<file path="src/hw/gpm_pkg.sv">
// Purpose: shared constants and types for the gpio pin function multiplexer
// Assumes: selection codes arrive as plain inputs, no software bus in this block
// Notes: one selection code of two bits per pin, code 0 is the default function

package gpm_pkg;

  // --------------------------------------------------------------------------
  // selection codes
  // --------------------------------------------------------------------------
  localparam logic [1:0] SEL_DEFAULT = 2'h0;
  localparam logic [1:0] SEL_ALT1 = 2'h1;
  localparam logic [1:0] SEL_ALT2 = 2'h2;
  localparam logic [1:0] SEL_ALT3 = 2'h3;

  // --------------------------------------------------------------------------
  // group sizes and reset values
  // --------------------------------------------------------------------------
  localparam int GROUP_ONE_PINS = 8;
  localparam int GROUP_FIVE_PINS = 4;
  localparam int GROUP_SIX_PINS = 8;
  localparam logic [15:0] GROUP_ONE_SEL_RST = 16'h0000;
  localparam logic [7:0] GROUP_FIVE_SEL_RST = 8'h00;
  localparam logic [15:0] GROUP_SIX_SEL_RST = 16'h0000;
  localparam logic KBC_LINE_SEL_RST = 1'h0;

  // one pin at the pad: output value and output enable (low drives)
  typedef struct packed {
    logic outVal;
    logic oeLow;
  } gpm_pad_drive_type;

  // sources offered to the mux for one pin
  typedef struct packed {
    logic gpioOut;
    logic gpioOeLow;
    logic gpioOpenDrain;
    logic irqOpenDrain;
  } gpm_gpio_ctl_type;

endpackage : gpm_pkg

</file>
<file path="src/hw/gpm_pin_mux.sv">
// Purpose: pin function multiplexer for the general purpose pins and rom bus pins
// Assumes: selections held by configuration logic outside, single clock core_clk
// Notes: rom pins in their original role follow the external peripheral bus
//
// Behaviour
// - after reset the rom data, select and output enable pins act as the external peripheral bus.
// - rom data pins can never be open drain while they carry rom data.
// - the shared keyboard port pin carries line a or line b by one select bit, line a by default.
// - a pin routed to an interrupt request drives push-pull or open drain as configured, except the system management interrupt on pins 0 and 12, always push-pull.
// - the infrared transmit pin defaults low and stays low while the infrared block is idle.

`timescale 1ns/1ps

module gpm_pin_mux (
  input wire logic core_clk,
  input wire logic srst,
  input wire logic [15:0] groupOneSel,
  input wire logic [7:0] groupFiveSel,
  input wire logic [15:0] groupSixSel,
  input wire logic kbcLineSel,
  input wire gpm_pkg::gpm_gpio_ctl_type [19:0] gpioCtl,
  input wire logic [19:0] padIn,
  input wire logic [7:0] romDataOut,
  input wire logic romDataOeLow,
  input wire logic romSelectLow,
  input wire logic romOutputEnableLow,
  input wire logic [15:0] irqReq,
  input wire logic systemMgmtIrqLow,
  input wire logic watchdogOutput,
  input wire logic ledDrive,
  input wire logic infraredTransmitAlt,
  input wire logic infraredActive,
  input wire logic kbcLineAOut,
  input wire logic kbcLineBOut,
  output gpm_pkg::gpm_pad_drive_type [19:0] padDrive,
  output logic [19:0] gpioIn,
  output logic [7:0] romDataIn,
  output logic ringIndicateLow,
  output logic infraredReceiveAlt,
  output logic [2:0] eitherEdgeIrqInput,
  output logic kbcLineIn
);

  // --------------------------------------------------------------------------
  // selection state
  // --------------------------------------------------------------------------
  // pin order: 0..7 group one, 8..11 group five (50,52,53,54), 12..19 group six
  logic [15:0] g1Sel_reg;
  logic [7:0] g5Sel_reg;
  logic [15:0] g6Sel_reg;
  logic kbcSel_reg;
  logic [19:0] padMeta_reg;
  logic [19:0] padSync_reg;
  gpm_pkg::gpm_pad_drive_type [19:0] drive_next;
  logic [39:0] allSel;

  // selections captured every edge, defaults under reset
  always_ff @(posedge core_clk) begin
    if (srst) begin
      g1Sel_reg <= gpm_pkg::GROUP_ONE_SEL_RST;
      g5Sel_reg <= gpm_pkg::GROUP_FIVE_SEL_RST;
      g6Sel_reg <= gpm_pkg::GROUP_SIX_SEL_RST;
      kbcSel_reg <= gpm_pkg::KBC_LINE_SEL_RST;
    end else begin
      g1Sel_reg <= groupOneSel;
      g5Sel_reg <= groupFiveSel;
      g6Sel_reg <= groupSixSel;
      kbcSel_reg <= kbcLineSel;
    end
  end

  // pad inputs pass two flip-flops
  always_ff @(posedge core_clk) begin
    if (srst) begin
      padMeta_reg <= 20'h0000_0;
      padSync_reg <= 20'h0000_0;
    end else begin
      padMeta_reg <= padIn;
      padSync_reg <= padMeta_reg;
    end
  end

  assign allSel = {g6Sel_reg, g5Sel_reg, g1Sel_reg};

  // drive helpers: push-pull or open drain
  function automatic gpm_pkg::gpm_pad_drive_type drvOut(input logic v, input logic od);
    gpm_pkg::gpm_pad_drive_type d;
    d.outVal = v;
    d.oeLow = od ? v : 1'b0; // open drain releases the pad for a one
    return d;
  endfunction : drvOut

  function automatic gpm_pkg::gpm_pad_drive_type drvOff();
    gpm_pkg::gpm_pad_drive_type d;
    d.outVal = 1'b0;
    d.oeLow = 1'b1;
    return d;
  endfunction : drvOff

  function automatic gpm_pkg::gpm_pad_drive_type drvGpio(input gpm_pkg::gpm_gpio_ctl_type c);
    gpm_pkg::gpm_pad_drive_type d;
    if (c.gpioOeLow) begin
      d = drvOff();
    end else begin
      d = drvOut(c.gpioOut, c.gpioOpenDrain);
    end
    return d;
  endfunction : drvGpio

  // --------------------------------------------------------------------------
  // per pin function selection
  // --------------------------------------------------------------------------
  // one case item per pin or pin group, one function per code
  always_comb begin
    logic [1:0] s;
    logic kbcOut;
    s = 2'h0;
    kbcOut = kbcSel_reg ? kbcLineBOut : kbcLineAOut;
    for (int p = 0; p < 20; p++) begin
      s = allSel[2*p +: 2];
      drive_next[p] = drvGpio(gpioCtl[p]);
      case (p)
        0: if (s == gpm_pkg::SEL_ALT1) drive_next[p] = drvOut(systemMgmtIrqLow, 1'b0);
        1: if (s == gpm_pkg::SEL_ALT1 || s == gpm_pkg::SEL_ALT2) drive_next[p] = drvOff(); // ring or edge input
        2: begin
          if (s == gpm_pkg::SEL_ALT1) drive_next[p] = drvOut(watchdogOutput, 1'b0);
          if (s == gpm_pkg::SEL_ALT2) drive_next[p] = drvOut(kbcOut, 1'b1);
          if (s == gpm_pkg::SEL_ALT3) drive_next[p] = drvOff();
        end
        3: if (s == gpm_pkg::SEL_ALT1) drive_next[p] = drvOut(ledDrive, 1'b0);
        4: if (s == gpm_pkg::SEL_ALT1) drive_next[p] = drvOff();
        // transmit held low while idle
        5: if (s == gpm_pkg::SEL_ALT1) begin
          drive_next[p] = drvOut(infraredTransmitAlt & infraredActive, 1'b0);
        end
        6, 7: if (s == gpm_pkg::SEL_DEFAULT) drive_next[p] = drvOff(); // original floppy role is outside
        8: if (s == gpm_pkg::SEL_DEFAULT) drive_next[p] = drvOff();
          else if (s == gpm_pkg::SEL_ALT1) drive_next[p] = drvOut(irqReq[15], gpioCtl[p].irqOpenDrain);
        9: case (s)
          gpm_pkg::SEL_DEFAULT: drive_next[p] = drvOff();
          gpm_pkg::SEL_ALT2: drive_next[p] = drvOut(irqReq[6], gpioCtl[p].irqOpenDrain);
          gpm_pkg::SEL_ALT3: drive_next[p] = drvOut(systemMgmtIrqLow, gpioCtl[p].irqOpenDrain);
          default: ;
        endcase
        10, 11: case (s)
          gpm_pkg::SEL_DEFAULT: begin
            drive_next[p] = drvOut((p == 10) ? romSelectLow : romOutputEnableLow, 1'b0);
          end
          gpm_pkg::SEL_ALT1: drive_next[p] = drvOut(irqReq[p - 2], gpioCtl[p].irqOpenDrain);
          gpm_pkg::SEL_ALT3: drive_next[p] = drvOff();
          default: ;
        endcase
        default: case (s)
          // rom data: push-pull only, open drain never applied here
          gpm_pkg::SEL_DEFAULT: begin
            drive_next[p] = romDataOeLow ? drvOff() : drvOut(romDataOut[p - 12], 1'b0);
          end
          gpm_pkg::SEL_ALT1: drive_next[p] = drvOut(irqReq[p - 12], gpioCtl[p].irqOpenDrain);
          gpm_pkg::SEL_ALT3: begin
            case (p)
              12: drive_next[p] = drvOut(systemMgmtIrqLow, 1'b0);
              13: drive_next[p] = drvOut(ledDrive, 1'b0);
              15: drive_next[p] = drvOut(watchdogOutput, 1'b0);
              14: drive_next[p] = drvOff(); // ring input
              16: drive_next[p] = drvOut(kbcOut, 1'b1);
              default: ; // no function here, gpio drive stands
            endcase
          end
          default: ;
        endcase
      endcase
    end
  end

  // pad drives registered; reset releases every pad except pin 5, which is driven low
  always_ff @(posedge core_clk) begin
    if (srst) begin
      for (int p = 0; p < 20; p++) begin
        padDrive[p] <= drvOff();
      end
      padDrive[5] <= drvOut(1'b0, 1'b0);
    end else begin
      padDrive <= drive_next;
    end
  end

  // --------------------------------------------------------------------------
  // input routing
  // --------------------------------------------------------------------------
  always_ff @(posedge core_clk) begin
    if (srst) begin
      gpioIn <= 20'h0000_0;
      romDataIn <= 8'h00;
      ringIndicateLow <= 1'b1;
      infraredReceiveAlt <= 1'b1;
      eitherEdgeIrqInput <= 3'h0;
      kbcLineIn <= 1'b1;
    end else begin
      gpioIn <= padSync_reg;
      romDataIn <= padSync_reg[19:12];
      ringIndicateLow <= (g1Sel_reg[3:2] == gpm_pkg::SEL_ALT1) ? padSync_reg[1] :
                         (g6Sel_reg[5:4] == gpm_pkg::SEL_ALT3) ? padSync_reg[14] : 1'b1;
      infraredReceiveAlt <= (g1Sel_reg[9:8] == gpm_pkg::SEL_ALT1) ? padSync_reg[4] : 1'b1;
      eitherEdgeIrqInput[0] <= ((g1Sel_reg[3:2] == gpm_pkg::SEL_ALT2) & padSync_reg[1]) |
                               ((g1Sel_reg[5:4] == gpm_pkg::SEL_ALT3) & padSync_reg[2]);
      eitherEdgeIrqInput[1] <= (g5Sel_reg[5:4] == gpm_pkg::SEL_ALT3) & padSync_reg[10];
      eitherEdgeIrqInput[2] <= (g5Sel_reg[7:6] == gpm_pkg::SEL_ALT3) & padSync_reg[11];
      kbcLineIn <= (g1Sel_reg[5:4] == gpm_pkg::SEL_ALT2) ? padSync_reg[2] :
                   (g6Sel_reg[9:8] == gpm_pkg::SEL_ALT3) ? padSync_reg[16] : 1'b1;
    end
  end

  // --------------------------------------------------------------------------
  // checks
  // --------------------------------------------------------------------------
  chk_rom_default_after: assert property (@(posedge core_clk)
    $fell(srst) |-> ##1 padDrive[10].outVal == $past(romSelectLow))
    else $error("rom select not on pad after reset");
  // the edge right after reset still shows the released reset drive
  chk_rom_no_od: assert property (@(posedge core_clk) disable iff (srst)
    (!$past(srst) && $past(g6Sel_reg[1:0]) == 2'h0 && !$past(romDataOeLow)) |-> !padDrive[12].oeLow)
    else $error("rom data pin released in rom role");
  chk_kbc_line_sel: assert property (@(posedge core_clk) disable iff (srst)
    ($past(g1Sel_reg[5:4]) == 2'h2 && $past(kbcSel_reg) == 1'b0) |-> padDrive[2].outVal == $past(kbcLineAOut))
    else $error("keyboard line a not selected");
  chk_irq_od_drive: assert property (@(posedge core_clk) disable iff (srst)
    ($past(g6Sel_reg[1:0]) == 2'h1 && $past(gpioCtl[12].irqOpenDrain) && $past(irqReq[0])) |-> padDrive[12].oeLow)
    else $error("open drain irq drove high");
  chk_one_function: assert property (@(posedge core_clk) disable iff (srst)
    ($past(g1Sel_reg[1:0]) == 2'h1) |-> padDrive[0].outVal == $past(systemMgmtIrqLow) && !padDrive[0].oeLow)
    else $error("pin 0 function wrong");
  chk_irtx_idle_low: assert property (@(posedge core_clk) disable iff (srst)
    ($past(g1Sel_reg[11:10]) == 2'h1 && !$past(infraredActive)) |-> padDrive[5].outVal == 1'b0)
    else $error("infrared transmit not low while idle");

endmodule : gpm_pin_mux

</file>
<file path="config.mk">
export PLATFORM = sky130hd
export DESIGN_NAME = gpm_pin_mux
export DESIGN_NICKNAME = d
export VERILOG_FILES = /design/src/hw/gpm_pkg.sv /design/src/hw/gpm_pin_mux.sv
export SDC_FILE = /design/constraint.sdc
export NUM_CORES = 1
export LEC_CHECK = 0
export BUFFER_PORTS_ARGS = -buffer_cell sky130_fd_sc_hd__buf_2
export CAP_MARGIN = 20
export CORE_MARGIN = 2
export CORE_UTILIZATION = 45
export CTS_CLUSTER_DIAMETER = 30
export DETAILED_ROUTE_END_ITERATION = 7
export PLACE_DENSITY = 0.8
export SYNTH_ARGS = -nofsm -noshare
export SYNTH_HDL_FRONTEND = slang
export SYNTH_SLANG_ARGS = --single-unit
</file>
<file path="constraint.sdc">
create_clock -name core_clk -period 3.8 [get_ports core_clk]
set_clock_uncertainty 0.2 [all_clocks]
set_input_delay 0.38 -clock core_clk [delete_from_list [all_inputs] [get_ports core_clk]]
set_output_delay 0.38 -clock core_clk [all_outputs]
set_load 0.02 [all_outputs]
</file>
==> metrics.txt <==
Combinational Power Share about a tenth; Reg power frac 42.3%; Min Hold Slack 0.0107 ns; sequential share of the synthesized area between 60 and 70%; detailed placer's ending HPWL approximately 8.3 mm; GRT Total Usage around a quarter; R2R Path End padDrive[33]; Starting Density a little under half; final wirelength between 10 and 15 mm; number of global-route vias before repair around 4,800; Worst Path Buf+Inv 4; DRC 0; top cell type's share of synthesized area 61.4%; Post-synth EDFFs 0; fillers 630; clk buf depth 2; Chip Height between 100 and 150 um; max cap viols 0; internal power 3.03 mW; main combinational cell family by area after synthesis simple AND/OR/NAND/NOR gates; total power 3.91 mW; WS Path Type in -> reg; Layout area overhead 63.5%; commonest cells in the netlist dfxtp_1 (147), nor2b_1 (112), nand2_1 (26); GRT overflow 0; Worst Setup SP irqReq[4]; mapped cell area approximately 0.0048 mm^2; DRT antenna net count 0; First DRT Iteration DRCs between 200 and 250; worst path cell trace dlygate4sd3_1 > buf_2 > a32oi_1 > dlygate4sd3_1 > a31oi_1 > dlygate4sd3_1; CP Data Required Time about 4.0 ns; Worst-path clk slew roughly 0.06 ns; Compound-Gate Fraction of Synth Area a little under a tenth; Placed Cells 800; syn_nets between 600 and 700; hold_sp gpioCtl[74]; DRT Pass-1 Iters 5; Max FO, Critical Path 2; Leak roughly 3.6 nW; RSZ-0062 raised after global routing no; initial antenna violation count 1; Final Max Tran Viols 0; CP top delay family buffers and inverters; Critical Path Max Stage Delay 0.59 ns; clock latency on the worst-skew pair approximately 0.50 ns; WL per Instance 15.1 um; Synth Area in Adders less than 1%; P per Cell Area 498 mW/mm^2; RR Startpoint g6Sel_reg[9]; dominant synthesized flop cell dfxtp_1; Reg2Reg Setup Slack approximately 1.6 ns; CP Capture Type register; power share of the clock group between 40% and 50%; die footprint about 0.011 mm^2; multi-input logic area approximately 0.0017 mm^2; Slew @ Worst Pin roughly 0.9 ns; CTS Buf Count 17; synth warn 0; Final Hold Viols 0; final setup TNS 0 ns; Placer Congestion about 0.81; max reg flops 40; worst vdd rail ir drop ~330 uV; largest net degree at the start of global routing 93; vias post-DR between 4,000 and 5,000; Top Ports ~250; register area between 0.002 and 0.003 mm^2; Die X around 110 um; xor/xnor share of the synthesized area 0%; Cells after Synth 450; Most flops, register padDrive; Clock Sinks about 150; Sw Ratio 22.4%; htree depth 4; WP data arrival roughly 2.4 ns; most frequent cell after synthesis dfxtp_1; cells on worst reg2reg path 5; port buffer count between 200 and 250; via density per instance roughly 4.8; Distinct cells, synth just over 40; Slew Limit Headroom between 40% and 50%; non-filler instance count after layout 948; most used cell, CP dlygate4sd3_1; P_sw a little under 900 uW; Hold Crit Depth 3; post-synth top area cell dfxtp_1; syn avg cell area about 11 um^2; crit start category primary input; core area ~0.010 mm^2; row count 37; Yosys reg bits 147; worst min path class in -> reg; CTS tree done; Setup Buffers After CTS 0; status finished, final reports clean; wire length of the first global-routing pass about 22 mm; Final min period 2.23 ns; post-synthesis simple-gate area fraction a little under a quarter; Async SR Flop Fraction 0%; Hold Path End padDrive[37]; fmax 448 MHz; Worst path slowest cell dlygate4sd3_1; Tcrit/Tclk final between 50% and 60%; Final #Nets around 980; share of layout cells above drive strength 1 approximately a third; Clock Tree Root clkbuf_8; synth top area cells dfxtp_1 (61%), nor2b_1 (15%), nand2_1 (2.0%); mux share of post-synthesis cell area 1.83%; Setup violations, final 0
cell type report:
| cell class | instances | share of cell area [%] |
|---|---|---|
| diodes | 1 | 0.0319 |
| clock buffers | 19 | 5.64 |
| flip-flops and latches | 147 | 37.5 |
| clock inverters | 13 | 2.79 |
| well taps | 136 | 2.17 |
| multi-input cells | 272 | 21.5 |
| inverters | 7 | 0.335 |
| repair buffers | 353 | 29.9 |
cells by family after synthesis:
logic type,count (synthesis)
muxes,8
adders and majority gates,2
AOI/OAI and AO/OA,65
DFF,147
buffers and inverters,31
and+or+nand+nor,197
worst max-delay path by stage:
stage | depth (start not counted) | end | slack [ns]
5_1_grt | 5 | padDrive[33] | 1.46
4_1_cts | 5 | padDrive[33] | 1.59
2_1_floorplan | 2 | padDrive[18] | 2.51
3_5_place_dp | 3 | padDrive[4] | 1.66
3_3_place_gp | 3 | padDrive[4] | 1.71
6_report | 6 | padDrive[33] | 1.57
cells in the final DEF (no fill, tap or decap), drive strengths merged, types with 6 or more instances in the layout:
cell type / n
and2: 6
a211oi: 7
dfxtp: 147
nand2: 26
inv: 12
a21oi: 16
dlygate4sd3: 115
nor2: 20
nor2b: 112
clkbuf: 19
o21ai: 9
nand3: 8
buf: 238
a311oi: 6
a221oi: 6
nor3: 7
power groups by stage:
stage               Combinational (mW)  Sequential (mW)  Clock [mW]
floorplan                        0.125             1.72           0
global placement                 0.301             1.68           0
detailed placement               0.311             1.68           0
CTS                              0.406             1.65        1.86
global route                     0.451             1.66        1.94
finish                           0.418             1.65        1.83
metrics by stage:
| stage | setup WS, ns | cell area (um^2) | utilization, % |
|---|---|---|---|
| 4_1_cts | 1.59 | 7840 | 75.9 |
| 6_report | 1.57 | 7840 | 75.9 |
| 5_1_grt | 1.46 | 7840 | 75.9 |
| 3_5_place_dp | 1.66 | 6020 | 58.3 |
| 2_1_floorplan | 2.51 | 4790 | - |
| 3_3_place_gp | 1.71 | 6020 | 58.3 |
what timing repair did:
item                      4_1_cts  5_1_grt
hold buffers                  115        0
hold endpoints to repair       91        0
gates resized for setup         0        0
per-layer routing:
layer | track usage [%] | vias up | part of all wire, %
li1 | - | 2192 | -
met4 | 13.6 | 0 | 3.5
met2 | 46.3 | 220 | 53
met5 | 0 | - | 0
met3 | 7.66 | 49 | 7.2
met1 | 24.3 | 2081 | 36
worst reg2reg max path, cell delays in order, from the launching register on:
cell           delay [ns]
dfxtp_1              0.41
nor2_1               0.09
a32oi_1              0.19
dlygate4sd3_1        0.57
a31oi_1              0.07
dlygate4sd3_1        0.59
(Power assumes the default switching activity.)
